$ cat src/design/dcc_pkg.sv
// Purpose: shared constants and types for the dma channel control block
// Assumes: 32-bit axi4-lite register bus, 16-bit system data bus
// Notes: register offsets are byte addresses, one aligned word each
package dcc_pkg;
    // register byte offsets
    localparam logic [7:0] OFF_CTRL = 8'h00;
    localparam logic [7:0] OFF_SRC = 8'h04;
    localparam logic [7:0] OFF_DST = 8'h08;
    localparam logic [7:0] OFF_CNT = 8'h0c;
    localparam logic [7:0] OFF_STAT = 8'h10;
    // control field positions
    localparam int CTL_CHANNEL_ENABLE = 0;
    localparam int CTL_SIZE = 1;
    localparam int CTL_TRM_LO = 2;
    localparam int CTL_DAM_LO = 4;
    localparam int CTL_SAM_LO = 6;
    localparam int CTL_SOFTWARE_TRANSFER_REQUEST = 8;
    localparam int CTL_RELOAD = 9;
    localparam int CTL_DUMMY_WRITE_MODE = 10;
    // value after reset and bus response codes
    localparam logic [15:0] RST_WORD = 16'h0000;
    localparam logic [1:0] RESP_OKAY = 2'h0;
    localparam logic [1:0] RESP_SLVERR = 2'h2;
    // address step modes
    localparam logic [1:0] AM_FIXED = 2'h0;
    localparam logic [1:0] AM_INC = 2'h1;
    localparam logic [1:0] AM_DEC = 2'h2;
    localparam logic [1:0] AM_PIA = 2'h3;
    // transfer modes
    localparam logic [1:0] TM_ONESHOT = 2'h0;
    localparam logic [1:0] TM_REP_ONESHOT = 2'h1;
    localparam logic [1:0] TM_CONT = 2'h2;
    localparam logic [1:0] TM_REP_CONT = 2'h3;
    // data buffer shape
    localparam int FIFO_WIDTH = 16;
    localparam int FIFO_DEPTH = 16;
    // one-hot channel sequencer states
    typedef enum logic [3:0] {
        DCC_IDLE = 4'h1,
        DCC_RD = 4'h2,
        DCC_WR = 4'h4,
        DCC_NUL = 4'h8
    } dcc_state_t;
endpackage : dcc_pkg

$ cat src/design/dcc_channel.sv
// Purpose: one dma channel: control register, address stepping, reload, bus sequencer
// Assumes: 50 MHz clk_i, memory port holds mem_req_o until mem_ack_i
// Notes: read data passes through a 16-word buffer before being written
//
// How it works
// RULE1 - with dummy write mode set, each destination write is followed by a dummy source write.
// RULE2 - with the reload bit set, source, destination and count restore at the next start.
// RULE3 - repeated modes always restore the count at the end of a block.
// RULE4 - only the original count is kept; the original addresses are computed back from it.
// RULE5 - software sets the request bit to start and hardware clears it on completion.
// RULE6 - the transfer mode decides how many transfers one request performs.
// RULE7 - the source step mode keeps, increments, decrements or holds (indirect) the source.
// RULE8 - the destination step mode does the same for the destination address.
// RULE9 - the transfer mode field picks one-shot, repeated one-shot, continuous or repeated.
// RULE10 - the size bit selects byte transfers when set and word transfers when clear.
// RULE11 - transfers only run while the channel enable bit is set.
// RULE12 - a stepping address moves by one for bytes and by two for words.
// RULE13 - control bits 15 to 11 always read as zero.
//
// Chosen here: the placing of the registers and the AXI4-Lite register port.
`timescale 1ns/100ps

module dcc_fifo #(
    parameter int WIDTH = 16,
    parameter int DEPTH = 16
) (
    input wire logic clk_i,
    input wire logic rst_b_i,
    input wire logic ce_i,
    input wire logic in_valid_i,
    output logic in_ready_o,
    input wire logic [WIDTH-1:0] in_data_i,
    output logic out_valid_o,
    input wire logic out_ready_i,
    output logic [WIDTH-1:0] out_data_o
);
    localparam int AW = $clog2(DEPTH);
    logic [WIDTH-1:0] mem [DEPTH];
    logic [AW-1:0] wp;
    logic [AW-1:0] rp;
    logic [AW:0] fill;
    logic push;
    logic pop;

    // full and empty come from the fill count, never guessed
    assign in_ready_o = (fill != (AW+1)'(DEPTH));
    assign out_valid_o = (fill != '0);
    assign out_data_o = mem[rp];
    assign push = in_valid_i & in_ready_o;
    assign pop = out_valid_o & out_ready_i;

    // pointer and storage update, frozen while ce_i is low
    always_ff @(posedge clk_i or negedge rst_b_i) begin
        if (!rst_b_i) begin
            wp <= '0;
            rp <= '0;
            fill <= '0;
        end else if (ce_i) begin
            if (push) begin
                mem[wp] <= in_data_i;
                wp <= (wp == AW'(DEPTH - 1)) ? '0 : wp + 1'b1;
            end
            if (pop) begin
                rp <= (rp == AW'(DEPTH - 1)) ? '0 : rp + 1'b1;
            end
            fill <= fill + (AW+1)'(push) - (AW+1)'(pop);
        end
    end
endmodule : dcc_fifo

module dcc_channel (
    input wire logic clk_i,
    input wire logic rst_b_i,
    input wire logic ce_i,
    input wire logic trig_i,
    input wire logic [7:0] s_axi_awaddr,
    input wire logic s_axi_awvalid,
    output logic s_axi_awready,
    input wire logic [31:0] s_axi_wdata,
    input wire logic [3:0] s_axi_wstrb,
    input wire logic s_axi_wvalid,
    output logic s_axi_wready,
    output logic [1:0] s_axi_bresp,
    output logic s_axi_bvalid,
    input wire logic s_axi_bready,
    input wire logic [7:0] s_axi_araddr,
    input wire logic s_axi_arvalid,
    output logic s_axi_arready,
    output logic [31:0] s_axi_rdata,
    output logic [1:0] s_axi_rresp,
    output logic s_axi_rvalid,
    input wire logic s_axi_rready,
    output logic mem_req_o,
    output logic mem_we_o,
    output logic mem_byte_o,
    output logic [15:0] mem_addr_o,
    output logic [15:0] mem_wdata_o,
    input wire logic mem_ack_i,
    input wire logic [15:0] mem_rdata_i,
    output logic busy_o
);
    typedef struct packed {
        logic dummy_write_mode;
        logic reload;
        logic software_transfer_request;
        logic [1:0] source_address_step_mode;
        logic [1:0] destination_address_step_mode;
        logic [1:0] transfer_mode_select;
        logic size;
        logic channel_enable;
        logic [15:0] src;
        logic [15:0] dst;
        logic [15:0] cnt;
        logic [15:0] orig;
        logic fin;
        dcc_pkg::dcc_state_t st;
        logic awrdy;
        logic wrdy;
        logic aw_have;
        logic w_have;
        logic [7:0] awaddr;
        logic [31:0] wdata;
        logic [3:0] wstrb;
        logic bvalid;
        logic [1:0] bresp;
        logic arrdy;
        logic rvalid;
        logic [1:0] rresp;
        logic [31:0] rdata;
        logic req;
        logic we;
        logic [15:0] addr;
        logic [15:0] mwdata;
        logic busy;
    } dcc_regs_t;

    dcc_regs_t q;
    dcc_regs_t next_q;
    logic fifo_in_ready;
    logic fifo_out_valid;
    logic fifo_pop;
    logic [15:0] fifo_out_data;
    logic fifo_push;

    // control word as software sees it, upper bits forced low
    function automatic logic [15:0] dcc_ctl_word(input dcc_regs_t r);
        dcc_ctl_word = {5'h00, r.dummy_write_mode, r.reload, r.software_transfer_request, r.source_address_step_mode, r.destination_address_step_mode,
                        r.transfer_mode_select, r.size, r.channel_enable}; // RULE13
    endfunction : dcc_ctl_word

    // byte-lane merge for 16-bit registers
    function automatic logic [15:0] dcc_merge(input logic [15:0] old,
                                              input logic [31:0] d, input logic [3:0] s);
        dcc_merge = {s[1] ? d[15:8] : old[15:8], s[0] ? d[7:0] : old[7:0]};
    endfunction : dcc_merge

    // address after one transfer; indirect and fixed modes hold
    function automatic logic [15:0] dcc_step(input logic [15:0] a, input logic [1:0] m,
                                             input logic byte_sz);
        logic [15:0] d;
        d = byte_sz ? 16'h0001 : 16'h0002; // RULE12 RULE10
        unique case (m)
            dcc_pkg::AM_INC: dcc_step = a + d;
            dcc_pkg::AM_DEC: dcc_step = a - d;
            default: dcc_step = a;
        endcase
    endfunction : dcc_step

    // original address recovered from transfers done, no stored copy
    function automatic logic [15:0] dcc_restore(input logic [15:0] a, input logic [1:0] m,
                                                input logic byte_sz, input logic [15:0] el);
        logic [15:0] off;
        off = byte_sz ? el : {el[14:0], 1'b0};
        unique case (m)
            dcc_pkg::AM_INC: dcc_restore = a - off; // RULE4
            dcc_pkg::AM_DEC: dcc_restore = a + off;
            default: dcc_restore = a;
        endcase
    endfunction : dcc_restore

    assign fifo_push = (q.st == dcc_pkg::DCC_RD) & q.req & mem_ack_i;
    assign fifo_pop = (q.st == dcc_pkg::DCC_WR) & q.req & mem_ack_i;

    // read data is parked here; a full buffer holds off the next read
    dcc_fifo #(.WIDTH(dcc_pkg::FIFO_WIDTH), .DEPTH(dcc_pkg::FIFO_DEPTH)) u_fifo (
        .clk_i(clk_i),
        .rst_b_i(rst_b_i),
        .ce_i(ce_i),
        .in_valid_i(fifo_push),
        .in_ready_o(fifo_in_ready),
        .in_data_i(mem_rdata_i),
        .out_valid_o(fifo_out_valid),
        .out_ready_i(fifo_pop),
        .out_data_o(fifo_out_data)
    );

    // whole next state: sequencer first, then software access on top
    always_comb begin
        logic done;
        logic blk_end;
        logic [15:0] el;
        next_q = q;
        done = 1'b0;
        blk_end = 1'b0;
        el = q.orig - q.cnt;
        unique case (q.st)
            dcc_pkg::DCC_IDLE: begin
                if (q.channel_enable && (q.software_transfer_request || trig_i)) begin // RULE11 RULE5
                    if (q.fin && q.reload) begin
                        next_q.src = dcc_restore(q.src, q.source_address_step_mode, q.size, el); // RULE2
                        next_q.dst = dcc_restore(q.dst, q.destination_address_step_mode, q.size, el);
                        next_q.cnt = q.orig;
                        next_q.fin = 1'b0;
                    end
                    if ((q.cnt != 16'h0000 || (q.fin && q.reload)) && fifo_in_ready) begin
                        next_q.st = dcc_pkg::DCC_RD;
                        next_q.req = 1'b1;
                        next_q.we = 1'b0;
                        next_q.addr = (q.fin && q.reload) ?
                            dcc_restore(q.src, q.source_address_step_mode, q.size, el) : q.src;
                    end
                end
            end
            dcc_pkg::DCC_RD: begin
                if (q.req && mem_ack_i) begin
                    next_q.req = 1'b0;
                    next_q.st = dcc_pkg::DCC_WR;
                end
            end
            dcc_pkg::DCC_WR: begin
                if (!q.req && fifo_out_valid) begin
                    next_q.req = 1'b1;
                    next_q.we = 1'b1;
                    next_q.addr = q.dst;
                    next_q.mwdata = fifo_out_data;
                end else if (q.req && mem_ack_i) begin
                    next_q.req = 1'b0;
                    if (q.dummy_write_mode) begin
                        next_q.st = dcc_pkg::DCC_NUL; // RULE1
                        next_q.req = 1'b1;
                        next_q.addr = q.src;
                    end else begin
                        done = 1'b1;
                    end
                end
            end
            dcc_pkg::DCC_NUL: begin
                if (q.req && mem_ack_i) begin
                    next_q.req = 1'b0;
                    done = 1'b1;
                end
            end
            default: begin
                next_q.st = dcc_pkg::DCC_IDLE;
                next_q.req = 1'b0;
            end
        endcase
        // one transfer finished: step both addresses and count down
        if (done) begin
            next_q.st = dcc_pkg::DCC_IDLE;
            next_q.we = 1'b0;
            next_q.src = dcc_step(q.src, q.source_address_step_mode, q.size); // RULE7
            next_q.dst = dcc_step(q.dst, q.destination_address_step_mode, q.size); // RULE8
            next_q.cnt = q.cnt - 16'h0001;
            blk_end = (q.cnt == 16'h0001);
            // one-shot modes finish a request per transfer, continuous per block
            if (!q.transfer_mode_select[1] || blk_end) begin // RULE6 RULE9
                next_q.software_transfer_request = 1'b0; // RULE5
            end
            if (blk_end && q.transfer_mode_select[0]) begin
                next_q.cnt = q.orig; // RULE3
                if (q.reload) begin
                    next_q.src = dcc_restore(dcc_step(q.src, q.source_address_step_mode, q.size),
                                             q.source_address_step_mode, q.size, q.orig); // RULE2 RULE4
                    next_q.dst = dcc_restore(dcc_step(q.dst, q.destination_address_step_mode, q.size),
                                             q.destination_address_step_mode, q.size, q.orig);
                end
            end else if (blk_end) begin
                next_q.channel_enable = 1'b0;
                next_q.fin = 1'b1;
            end
        end
        // write channel: address and data taken in either order
        if (s_axi_awvalid && q.awrdy) begin
            next_q.aw_have = 1'b1;
            next_q.awaddr = s_axi_awaddr;
        end
        if (s_axi_wvalid && q.wrdy) begin
            next_q.w_have = 1'b1;
            next_q.wdata = s_axi_wdata;
            next_q.wstrb = s_axi_wstrb;
        end
        if (q.bvalid && s_axi_bready) begin
            next_q.bvalid = 1'b0;
        end
        // software write lands after hardware, so a set request wins
        if (q.aw_have && q.w_have && !q.bvalid) begin
            next_q.aw_have = 1'b0;
            next_q.w_have = 1'b0;
            next_q.bvalid = 1'b1;
            next_q.bresp = dcc_pkg::RESP_OKAY;
            unique case (q.awaddr)
                dcc_pkg::OFF_CTRL: begin
                    if (q.wstrb[0]) begin
                        {next_q.source_address_step_mode, next_q.destination_address_step_mode, next_q.transfer_mode_select,
                         next_q.size, next_q.channel_enable} = q.wdata[7:0];
                    end
                    if (q.wstrb[1]) begin
                        next_q.dummy_write_mode = q.wdata[dcc_pkg::CTL_DUMMY_WRITE_MODE];
                        next_q.reload = q.wdata[dcc_pkg::CTL_RELOAD];
                        next_q.software_transfer_request = q.wdata[dcc_pkg::CTL_SOFTWARE_TRANSFER_REQUEST];
                    end
                end
                dcc_pkg::OFF_SRC: next_q.src = dcc_merge(q.src, q.wdata, q.wstrb);
                dcc_pkg::OFF_DST: next_q.dst = dcc_merge(q.dst, q.wdata, q.wstrb);
                dcc_pkg::OFF_CNT: begin
                    next_q.cnt = dcc_merge(q.cnt, q.wdata, q.wstrb);
                    next_q.orig = dcc_merge(q.cnt, q.wdata, q.wstrb);
                    // a block ending in this very cycle keeps its finished flag
                    next_q.fin = next_q.fin && !q.fin;
                end
                dcc_pkg::OFF_STAT: next_q.bresp = dcc_pkg::RESP_OKAY;
                default: next_q.bresp = dcc_pkg::RESP_SLVERR;
            endcase
        end
        next_q.awrdy = !next_q.aw_have && !next_q.bvalid;
        next_q.wrdy = !next_q.w_have && !next_q.bvalid;
        // read channel: one read in flight, answered the cycle after it is taken
        if (q.rvalid && s_axi_rready) begin
            next_q.rvalid = 1'b0;
            next_q.arrdy = 1'b1;
        end
        if (s_axi_arvalid && q.arrdy) begin
            next_q.arrdy = 1'b0;
            next_q.rvalid = 1'b1;
            next_q.rresp = dcc_pkg::RESP_OKAY;
            unique case (s_axi_araddr)
                dcc_pkg::OFF_CTRL: next_q.rdata = {16'h0000, dcc_ctl_word(q)}; // RULE13
                dcc_pkg::OFF_SRC: next_q.rdata = {16'h0000, q.src};
                dcc_pkg::OFF_DST: next_q.rdata = {16'h0000, q.dst};
                dcc_pkg::OFF_CNT: next_q.rdata = {16'h0000, q.cnt};
                dcc_pkg::OFF_STAT: next_q.rdata = {26'h0000000, q.st, q.fin,
                                                   q.st != dcc_pkg::DCC_IDLE};
                default: begin
                    next_q.rdata = 32'h00000000;
                    next_q.rresp = dcc_pkg::RESP_SLVERR;
                end
            endcase
        end
        // busy kept in a flop so the pin carries no decode glitches
        next_q.busy = (next_q.st != dcc_pkg::DCC_IDLE);
    end

    // single state register; clock enable freezes everything
    always_ff @(posedge clk_i or negedge rst_b_i) begin
        if (!rst_b_i) begin
            q <= '0;
            q.st <= dcc_pkg::DCC_IDLE;
            q.awrdy <= 1'b1;
            q.wrdy <= 1'b1;
            q.arrdy <= 1'b1;
        end else if (ce_i) begin
            q <= next_q;
        end
    end

    // every output straight from the state register
    assign s_axi_awready = q.awrdy;
    assign s_axi_wready = q.wrdy;
    assign s_axi_bvalid = q.bvalid;
    assign s_axi_bresp = q.bresp;
    assign s_axi_arready = q.arrdy;
    assign s_axi_rvalid = q.rvalid;
    assign s_axi_rresp = q.rresp;
    assign s_axi_rdata = q.rdata;
    assign mem_req_o = q.req;
    assign mem_we_o = q.we;
    assign mem_byte_o = q.size; // RULE10
    assign mem_addr_o = q.addr;
    assign mem_wdata_o = q.mwdata;
    assign busy_o = q.busy;
endmodule : dcc_channel

$ cat config.mk
export PLATFORM = sky130hd
export DESIGN_NAME = dcc_channel
export DESIGN_NICKNAME = d
export VERILOG_FILES = /design/src/design/dcc_pkg.sv /design/src/design/dcc_channel.sv
export SDC_FILE = /design/constraint.sdc
export NUM_CORES = 1
export LEC_CHECK = 0
export ABC_AREA = 1
export ABC_CLOCK_PERIOD_IN_PS = 5600
export BUFFER_PORTS_ARGS = -buffer_cell sky130_fd_sc_hd__buf_2
export CAP_MARGIN = 5
export CORE_AREA = 4 4 221 223
export DETAILED_ROUTE_END_ITERATION = 6
export DIE_AREA = 0 0 225 227
export PLACE_DENSITY = 0.78
export SLEW_MARGIN = 10
export SYNTH_ARGS = -nofsm -noshare
export SYNTH_HDL_FRONTEND = slang
export SYNTH_SLANG_ARGS = --single-unit
$ cat constraint.sdc
create_clock -name clk_i -period 5.6 [get_ports clk_i]
set_clock_uncertainty 0.2 [all_clocks]
set_input_delay 1.12 -clock clk_i [delete_from_list [all_inputs] [get_ports clk_i]]
set_output_delay 1.12 -clock clk_i [all_outputs]
set_load 0.1 [all_outputs]
==> results of run 1 <==
==> Yosys cell counts (20+ instances only) <==
| library cell | n | area share, % |
|---|---|---|
| sky130_fd_sc_hd__a21oi_1 | 221 | 4.0 |
| sky130_fd_sc_hd__nand3_1 | 193 | 3.5 |
| sky130_fd_sc_hd__o21ai_0 | 477 | 8.6 |
| sky130_fd_sc_hd__nand2_1 | 633 | 8.6 |
| sky130_fd_sc_hd__edfxtp_1 | 256 | 28 |
| sky130_fd_sc_hd__a31oi_1 | 27 | 0.61 |
| sky130_fd_sc_hd__buf_4 | 70 | 1.9 |
| sky130_fd_sc_hd__nor2_1 | 337 | 4.6 |
| sky130_fd_sc_hd__xor2_1 | 41 | 1.3 |
| sky130_fd_sc_hd__dfrtp_1 | 175 | 16 |
| sky130_fd_sc_hd__inv_1 | 324 | 4.4 |
| sky130_fd_sc_hd__o22ai_1 | 49 | 1.1 |
| sky130_fd_sc_hd__nand4_1 | 20 | 0.45 |
| sky130_fd_sc_hd__o221ai_1 | 48 | 1.5 |
| sky130_fd_sc_hd__o21a_1 | 24 | 0.65 |
| sky130_fd_sc_hd__nor3_1 | 24 | 0.43 |
| sky130_fd_sc_hd__o211ai_1 | 81 | 2.2 |
| sky130_fd_sc_hd__ha_1 | 126 | 5.7 |
| sky130_fd_sc_hd__clkbuf_1 | 126 | 1.7 |
==> critical path: stages (launching register included) <==
cell                       delay (ns)
sky130_fd_sc_hd__dfrtp_1         0.43
sky130_fd_sc_hd__inv_1           0.23
sky130_fd_sc_hd__ha_1            0.36
sky130_fd_sc_hd__a21oi_1         0.27
sky130_fd_sc_hd__nand2_1         0.17
sky130_fd_sc_hd__nand2_1         0.12
sky130_fd_sc_hd__nand3_1         0.09
sky130_fd_sc_hd__nand2_1         0.14
sky130_fd_sc_hd__nor2_2          0.06
sky130_fd_sc_hd__xor2_1          0.14
sky130_fd_sc_hd__o21ai_0         0.53
sky130_fd_sc_hd__ha_1            0.39
sky130_fd_sc_hd__inv_1           0.09
sky130_fd_sc_hd__o21bai_1        0.07
sky130_fd_sc_hd__a21oi_1         0.19
sky130_fd_sc_hd__o21ai_0         0.16
sky130_fd_sc_hd__a21boi_1        0.28
sky130_fd_sc_hd__o21ai_1         0.20
sky130_fd_sc_hd__nand2_1         0.10
sky130_fd_sc_hd__nand2_1         0.06
sky130_fd_sc_hd__xor2_1          0.14
sky130_fd_sc_hd__o21ai_0         0.14
sky130_fd_sc_hd__inv_1           0.08
sky130_fd_sc_hd__o21ai_0         0.15
sky130_fd_sc_hd__nand3_1         0.11
sky130_fd_sc_hd__nand2_1         0.09
sky130_fd_sc_hd__o21ai_0         0.08
==> metal layers <==
metal	track usage (%)	part of all wire (%)	up-vias
met5	0	0.044	-
met4	11.3	3.8	6
met3	9.30	13	227
met2	52.6	42	1582
met1	53.3	42	12300
li1	-	-	11900
==> repair_timing <==
item	4_1_cts	5_1_grt
resized for setup	0	14
setup endpoints to repair	0	9
buffers inserted	0	2
==> final timing paths <==
kind / from / endpoint / cells after the start / slack [ns]
min in group asynchronous: rst_b_i / q[118] / 1 / 0.36
hold / removal: q[117] / q[117] / 2 / 0.27
hold reg to reg: q[117] / q[117] / 2 / 0.27
setup / recovery: q[145] / q[188] / 26 / 0.38
max in group asynchronous: rst_b_i / mem_byte_o / 2 / 3.57
setup reg to reg: q[145] / q[188] / 26 / 0.38
==> layout make-up <==
class	count	area share [%]
diodes	2	0.0166
clock buffers	57	3.92
clock inverters	25	0.919
inverters	341	4.26
multi-input cells	2466	44.3
flip-flops and latches	435	40.5
well taps	607	2.52
repair buffers	184	3.64
==> kinds of logic after synthesis <==
group                    Yosys count
AND/OR/NAND/NOR                 1258
AO/OA/AOI/OAI                    999
buffers and inverters            558
flip-flops                       435
adder cells (fa/ha/maj)          134
XOR/XNOR                          56
other                              1
multiplexers                       1
==> flip-flops by register name, summed over array words and instances (netlist names) <==
register       cells
s_axi_bvalid       1
u_fifo.fill        5
mem_wdata_o       16
s_axi_awready      1
s_axi_bresp        1
busy_o             1
s_axi_wready       1
mem_req_o          1
s_axi_rdata       16
u_fifo.rp          4
mem_addr_o        16
s_axi_arready      1
mem_byte_o         1
q                107
u_fifo.wp          4
u_fifo.mem       256
s_axi_rresp        1
s_axi_rvalid       1
mem_we_o           1
==> power by group through the flow <==
stage / clock network, W / logic, W / registers, W
floorplan: 0 / 0.00667 / 0.00441
global placement: 0 / 0.00872 / 0.00455
detailed placement: 0 / 0.00888 / 0.00456
CTS: 0.00302 / 0.00893 / 0.00450
global route: 0.00317 / 0.0102 / 0.00457
finish: 0.00301 / 0.00920 / 0.00455
==> per-stage QoR <==
step	util, %	std cells	hold WS (ns)	area (sq um)
final	64.7	4117	0.270	30100
after global routing	64.6	4115	0.293	30100
after CTS	64.6	4113	0.276	30100
after detailed placement	61.4	4031	0.260	28600
after global placement	61.4	4031	0.256	28600
after floorplan	-	3459	0.243	27800
==> results.sh, run 1 <==
export IMPL_synth_seq_area_share_pct=43.9
export IMPL_netlist_cell_type_count=60
export IMPL_outcome="finished, final reports clean"
export IMPL_min_period_over_period_pct=93.3
export IMPL_p_seq_share_pct=27.2
export IMPL_synthXorXnorAreaFrac_pct=1.77
export IMPL_power_ir_vdd_worst_mv=0.622
export IMPL_final_common_cell="sky130_fd_sc_hd__nand2_1"
export IMPL_muxShareOfSynthArea_pct=0.0406
export IMPL_max_slew_margin_pct=22.7
export IMPL_gp_routability_congestion=1.00
export IMPL_timing_max_cap_violations=0
export IMPL_timing_worst_setup_path_type="reg2reg"
export IMPL_setup_slack_ns=0.378
export IMPL_floorplan_core_area_sq_um=46600
export IMPL_vias_per_cell=6.33
export IMPL_clock_sink_total=435
export IMPL_pwr_share_clk_pct=17.9
export IMPL_drt_drc_violations_left=0
export IMPL_synth_cells=3442
export IMPL_area_growth_synth_to_final_pct=8.52
export IMPL_report_final_slew_viol_count=0
export IMPL_worst_ep_required_time_ns=5.87
export IMPL_synth_edf_count=256
export IMPL_detail_route_first_pass_iterations=6
export IMPL_final_antenna_net_count=0
export IMPL_num_fill_cells=3902
export IMPL_share_of_final_layout_standard_cells_stronger_than_drive_strength_1_pct=9.41
export IMPL_die_x_um=225
export IMPL_clk_pin_slew_worst_paths_ns=0.07
export IMPL_clock_fmax_ghz=0.191
export IMPL_cts_hold_fix_buffers=0
export IMPL_num_vias=26100
export IMPL_boundary_pin_count=155
export IMPL_cts_tree="done"
export IMPL_layout_cells_most_common_list="sky130_fd_sc_hd__nand2_1 (633), sky130_fd_sc_hd__o21ai_0 (472), sky130_fd_sc_hd__inv_1 (322), sky130_fd_sc_hd__nor2_1 (321), sky130_fd_sc_hd__edfxtp_1 (256)"
export IMPL_post_synth_fa_ha_maj_area_fraction_pct=6.26
export IMPL_worstPathMaxFanout=7
export IMPL_grtUsageTotal_pct=36.1
export IMPL_switching_share_pct=50.7
export IMPL_synth_yosys_warnings=0
export IMPL_power_frac_comb_pct=54.9
export IMPL_worst_setup_slack_after_placement_ns=0.252
export IMPL_detailedRoute_firstIterationViolations=3471
export IMPL_finalPower_w=0.0168
export IMPL_fin_crit_ns=5.22
export IMPL_ys_async_sr_fraction_pct=41.1
export IMPL_worst_pin_slew_ns=1.16
export IMPL_setup_tns_ns=0
export IMPL_grt_pass1_wl_um=142000
export IMPL_numCtsBuffers=45
export IMPL_port_buffers=118
export IMPL_regArea_sq_um=12200
export IMPL_hold_violations=0
export IMPL_routed_wire_length_per_instance_um=22.7
export IMPL_post_dp_hpwl_um=66500
export IMPL_min_delay_path_class="reg2reg"
export IMPL_die_height_um=227
export IMPL_wirelength_um=93600
export IMPL_avgSynthCellArea_sq_um=8.06
export IMPL_mappedNetlistArea_sq_um=27700
export IMPL_final_nets=3685
export IMPL_postSynthRegisterBits=435
export IMPL_cp_start_kind="register"
export IMPL_rows=79
export IMPL_synth_compound_area_share_pct=20.6
export IMPL_vias_in_the_first_global_route=24300
export IMPL_crit_arrival_ns=5.49
export IMPL_largest_family_of_logic_cells_by_synthesized_area="compound AO/OA/AOI/OAI gates"
export IMPL_power_per_cell_area_nw_per_um2=557
export IMPL_grt_start_max_net_pins=76
export IMPL_synth_simple_gate_area_share_pct=18.9
export IMPL_power_leakage_nw=12.9
export IMPL_maximum_root_to_sink_buffer_count=3
export IMPL_cts_max_level=2
export IMPL_worst_skew_pair_late_latency_ns=0.60
export IMPL_globalRoute_totalOverflow=0
export IMPL_floorplan_initialDensity_pct=59.6
export IMPL_cts_root_buffer="sky130_fd_sc_hd__clkbuf_16"
export IMPL_power_internal_w=0.00827
export IMPL_end_kind="register"
export IMPL_switching_power_w=0.00849
export IMPL_antenna_found_initial=5
export IMPL_die_area_sq_um=51100
export IMPL_multiInputGateArea_sq_um=13300
export IMPL_setup_viol_count_final=0
export IMPL_synthFlopType="sky130_fd_sc_hd__edfxtp_1"
(Power assumes the default switching activity.)
==> inputs of run 2 (changes only) <==
Settings changed: CORE_AREA 4 4 221 223 to 4 4 215 217, DIE_AREA 0 0 225 227 to 0 0 219 221, PLACE_DENSITY 0.78 to 0.81.
==> run 2 against run 1 <==
Compared with the run above:
- die area is 5.2% lower
- wire length rose by 1.1%
- sequential share of layout area fell by 0.20 points
- first-iteration DRC count grew 7.6%
- fmax decreased by 2.0%
- clock power rose by 5%
- critical path depth is 3 higher
- via count up 0.56%
- cell area up 0.52%
- register-to-register slack worse by 0.11 ns
- sequential cell count did not move
- worst hold slack better by 0.0069 ns
- largest cell class unchanged
- largest power group unchanged
- highest routed layer unchanged
==> results.sh, run 2 (synthesized netlist as in run 1, its figures left out) <==
export IMPL_outcome="finished, final reports clean"
export IMPL_worstPathMaxFanout=5
export IMPL_max_slew_margin_pct=20.2
export IMPL_cp_start_kind="register"
export IMPL_die_area_sq_um=48400
export IMPL_worst_r2r_cell_count=29
export IMPL_grt_pass1_wl_um=143000
export IMPL_worst_skew_pair_late_latency_ns=0.59
export IMPL_clock_fmax_ghz=0.188
export IMPL_fin_crit_ns=5.33
export IMPL_cts_max_level=2
export IMPL_hold_path_startpoint="q[116]"
export IMPL_layout_cells_most_common_list="sky130_fd_sc_hd__nand2_1 (628), sky130_fd_sc_hd__o21ai_0 (470), sky130_fd_sc_hd__nor2_1 (323), sky130_fd_sc_hd__inv_1 (323), sky130_fd_sc_hd__edfxtp_1 (256)"
export IMPL_drt_drc_violations_left=0
export IMPL_routed_wire_length_per_instance_um=23.0
export IMPL_min_delay_path_class="reg2reg"
export IMPL_power_leakage_nw=12.9
export IMPL_setup_slack_ns=0.269
export IMPL_vias_per_cell=6.37
export IMPL_floorplan_initialDensity_pct=62.9
export IMPL_clk_pin_slew_worst_paths_ns=0.07
export IMPL_crit_arrival_ns=5.60
export IMPL_min_to="q[116]"
export IMPL_critical_path_max_stage_delay_ns=0.53
export IMPL_power_internal_w=0.00845
export IMPL_timing_hold_ws_ns=0.277
export IMPL_grt_start_max_net_pins=95
export IMPL_number_of_flip_flops_under_the_largest_register_name=256
export IMPL_power_frac_comb_pct=54.8
export IMPL_post_dp_hpwl_um=66600
export IMPL_antenna_found_initial=5
export IMPL_detailedRoute_firstIterationViolations=3735
export IMPL_crit_path_top_delay_cell="sky130_fd_sc_hd__dfrtp_1"
export IMPL_setup_viol_count_final=0
export IMPL_grt_setup_unrepaired="false"
export IMPL_cts_tree="done"
export IMPL_hold_violations=0
export IMPL_biggest_registers_after_layout="u_fifo.mem x256, q x107"
export IMPL_hold_path_cell_count=2
export IMPL_die_x_um=219
export IMPL_worst_setup_slack_after_placement_ns=0.289
export IMPL_die_height_um=221
export IMPL_detail_route_first_pass_iterations=7
export IMPL_p_seq_share_pct=26.8
export IMPL_floorplan_core_area_sq_um=44100
export IMPL_regMostFlops="u_fifo.mem"
export IMPL_timing_max_cap_violations=0
export IMPL_numCtsBuffers=46
export IMPL_final_nets=3691
export IMPL_rows=77
export IMPL_timing_worst_setup_path_type="reg2reg"
export IMPL_num_vias=26200
export IMPL_num_fill_cells=3567
export IMPL_cts_hold_fix_buffers=0
export IMPL_switching_share_pct=50.6
export IMPL_r2r_start="q[159]"
export IMPL_cell_type_with_the_highest_occurrence_count_on_the_critical_path="sky130_fd_sc_hd__nand3_1"
export IMPL_boundary_pin_count=155
export IMPL_final_antenna_net_count=0
export IMPL_min_period_over_period_pct=95.2
export IMPL_grtUsageTotal_pct=38.2
export IMPL_vias_in_the_first_global_route=24300
export IMPL_cts_root_buffer="sky130_fd_sc_hd__clkbuf_16"
export IMPL_gp_routability_congestion=1.01
export IMPL_power_per_cell_area_nw_per_um2=565
export IMPL_setup_tns_ns=0
export IMPL_end_kind="register"
export IMPL_report_final_slew_viol_count=0
export IMPL_worst_pin_slew_ns=1.20
export IMPL_end_of_the_worst_register_to_register_path="q[173]"
export IMPL_port_buffers=118
export IMPL_worst_ep_required_time_ns=5.87
export IMPL_maximum_root_to_sink_buffer_count=3
export IMPL_area_growth_synth_to_final_pct=9.08
export IMPL_final_common_cell="sky130_fd_sc_hd__nand2_1"
export IMPL_wirelength_um=94600
export IMPL_internal_reg_to_reg_setup_slack_ns=0.27
export IMPL_pwr_share_clk_pct=18.4
export IMPL_power_ir_vdd_worst_mv=0.544
export IMPL_clock_sink_total=435
export IMPL_switching_power_w=0.00864
export IMPL_globalRoute_totalOverflow=0
export IMPL_share_of_final_layout_standard_cells_stronger_than_drive_strength_1_pct=9.81
==> run 2: worst max path at each step <==
stage                     from      to  slack, ns  depth (start not counted)
floorplan           mem_byte_o  q[173]       0.15                         33
CTS                     q[195]  q[173]       0.28                         29
detailed placement      q[195]  q[173]       0.29                         31
finish                  q[159]  q[173]       0.27                         29
global placement        q[195]  q[173]       0.37                         29
global route            q[159]  q[173]      0.007                         29
==> run 2: per-stage QoR <==
stage	power, W	cells	cell area [sq um]	util, %
after global routing	0.0181	4110	30200	68.5
after floorplan	0.0111	3459	27800	-
after detailed placement	0.0136	4023	28600	64.9
final	0.0171	4114	30300	68.6
after global placement	0.0134	4023	28600	64.9
after CTS	0.0167	4109	30200	68.4
==> run 2: power groups by stage <==
stage	sequential (W)	combinational, W	clock (W)
after floorplan	0.00441	0.00667	0
after global placement	0.00456	0.00879	0
after detailed placement	0.00458	0.00898	0
after CTS	0.00452	0.00905	0.00316
after global routing	0.00460	0.0102	0.00329
final	0.00458	0.00936	0.00315
==> run 2: final cells by class <==
cell class | count | area [sq um] | area share [%]
Sequential cell | 435 | 12200 | 40.3
Multi-Input combinational cell | 2466 | 13400 | 44.1
Clock buffer | 56 | 1230 | 4.06
Inverter | 341 | 1280 | 4.23
Timing Repair Buffer | 189 | 1130 | 3.74
Antenna cell | 5 | 12.5 | 0.0414
Tap cell | 592 | 741 | 2.45
Clock inverter | 30 | 325 | 1.08
==> run 2: metal layers <==
layer  wire, um  up-vias  part of all wire (%)  track usage, %
li1           -    11900                     -               -
met1      38200    12400                    40            56.1
met2      40600     1639                    43            56.3
met3      12500      225                    13            9.60
met4       3230        2                   3.4            11.4
met5         12        -                 0.013               0
==> run 2: what timing repair did <==
action                     4_1_cts  5_1_grt
setup endpoints to repair        0        8
gates resized for setup          0       25
buffers inserted                 0        0
==> run 2: critical path: cells and delay by family (launching register included) <==
family / cells / cell delay (ns)
buffers and inverters: 2 / 0.30
AND/OR/NAND/NOR: 12 / 1.50
flip-flops: 1 / 0.53
adder cells (fa/ha/maj): 3 / 0.94
AO/OA/AOI/OAI: 12 / 1.75
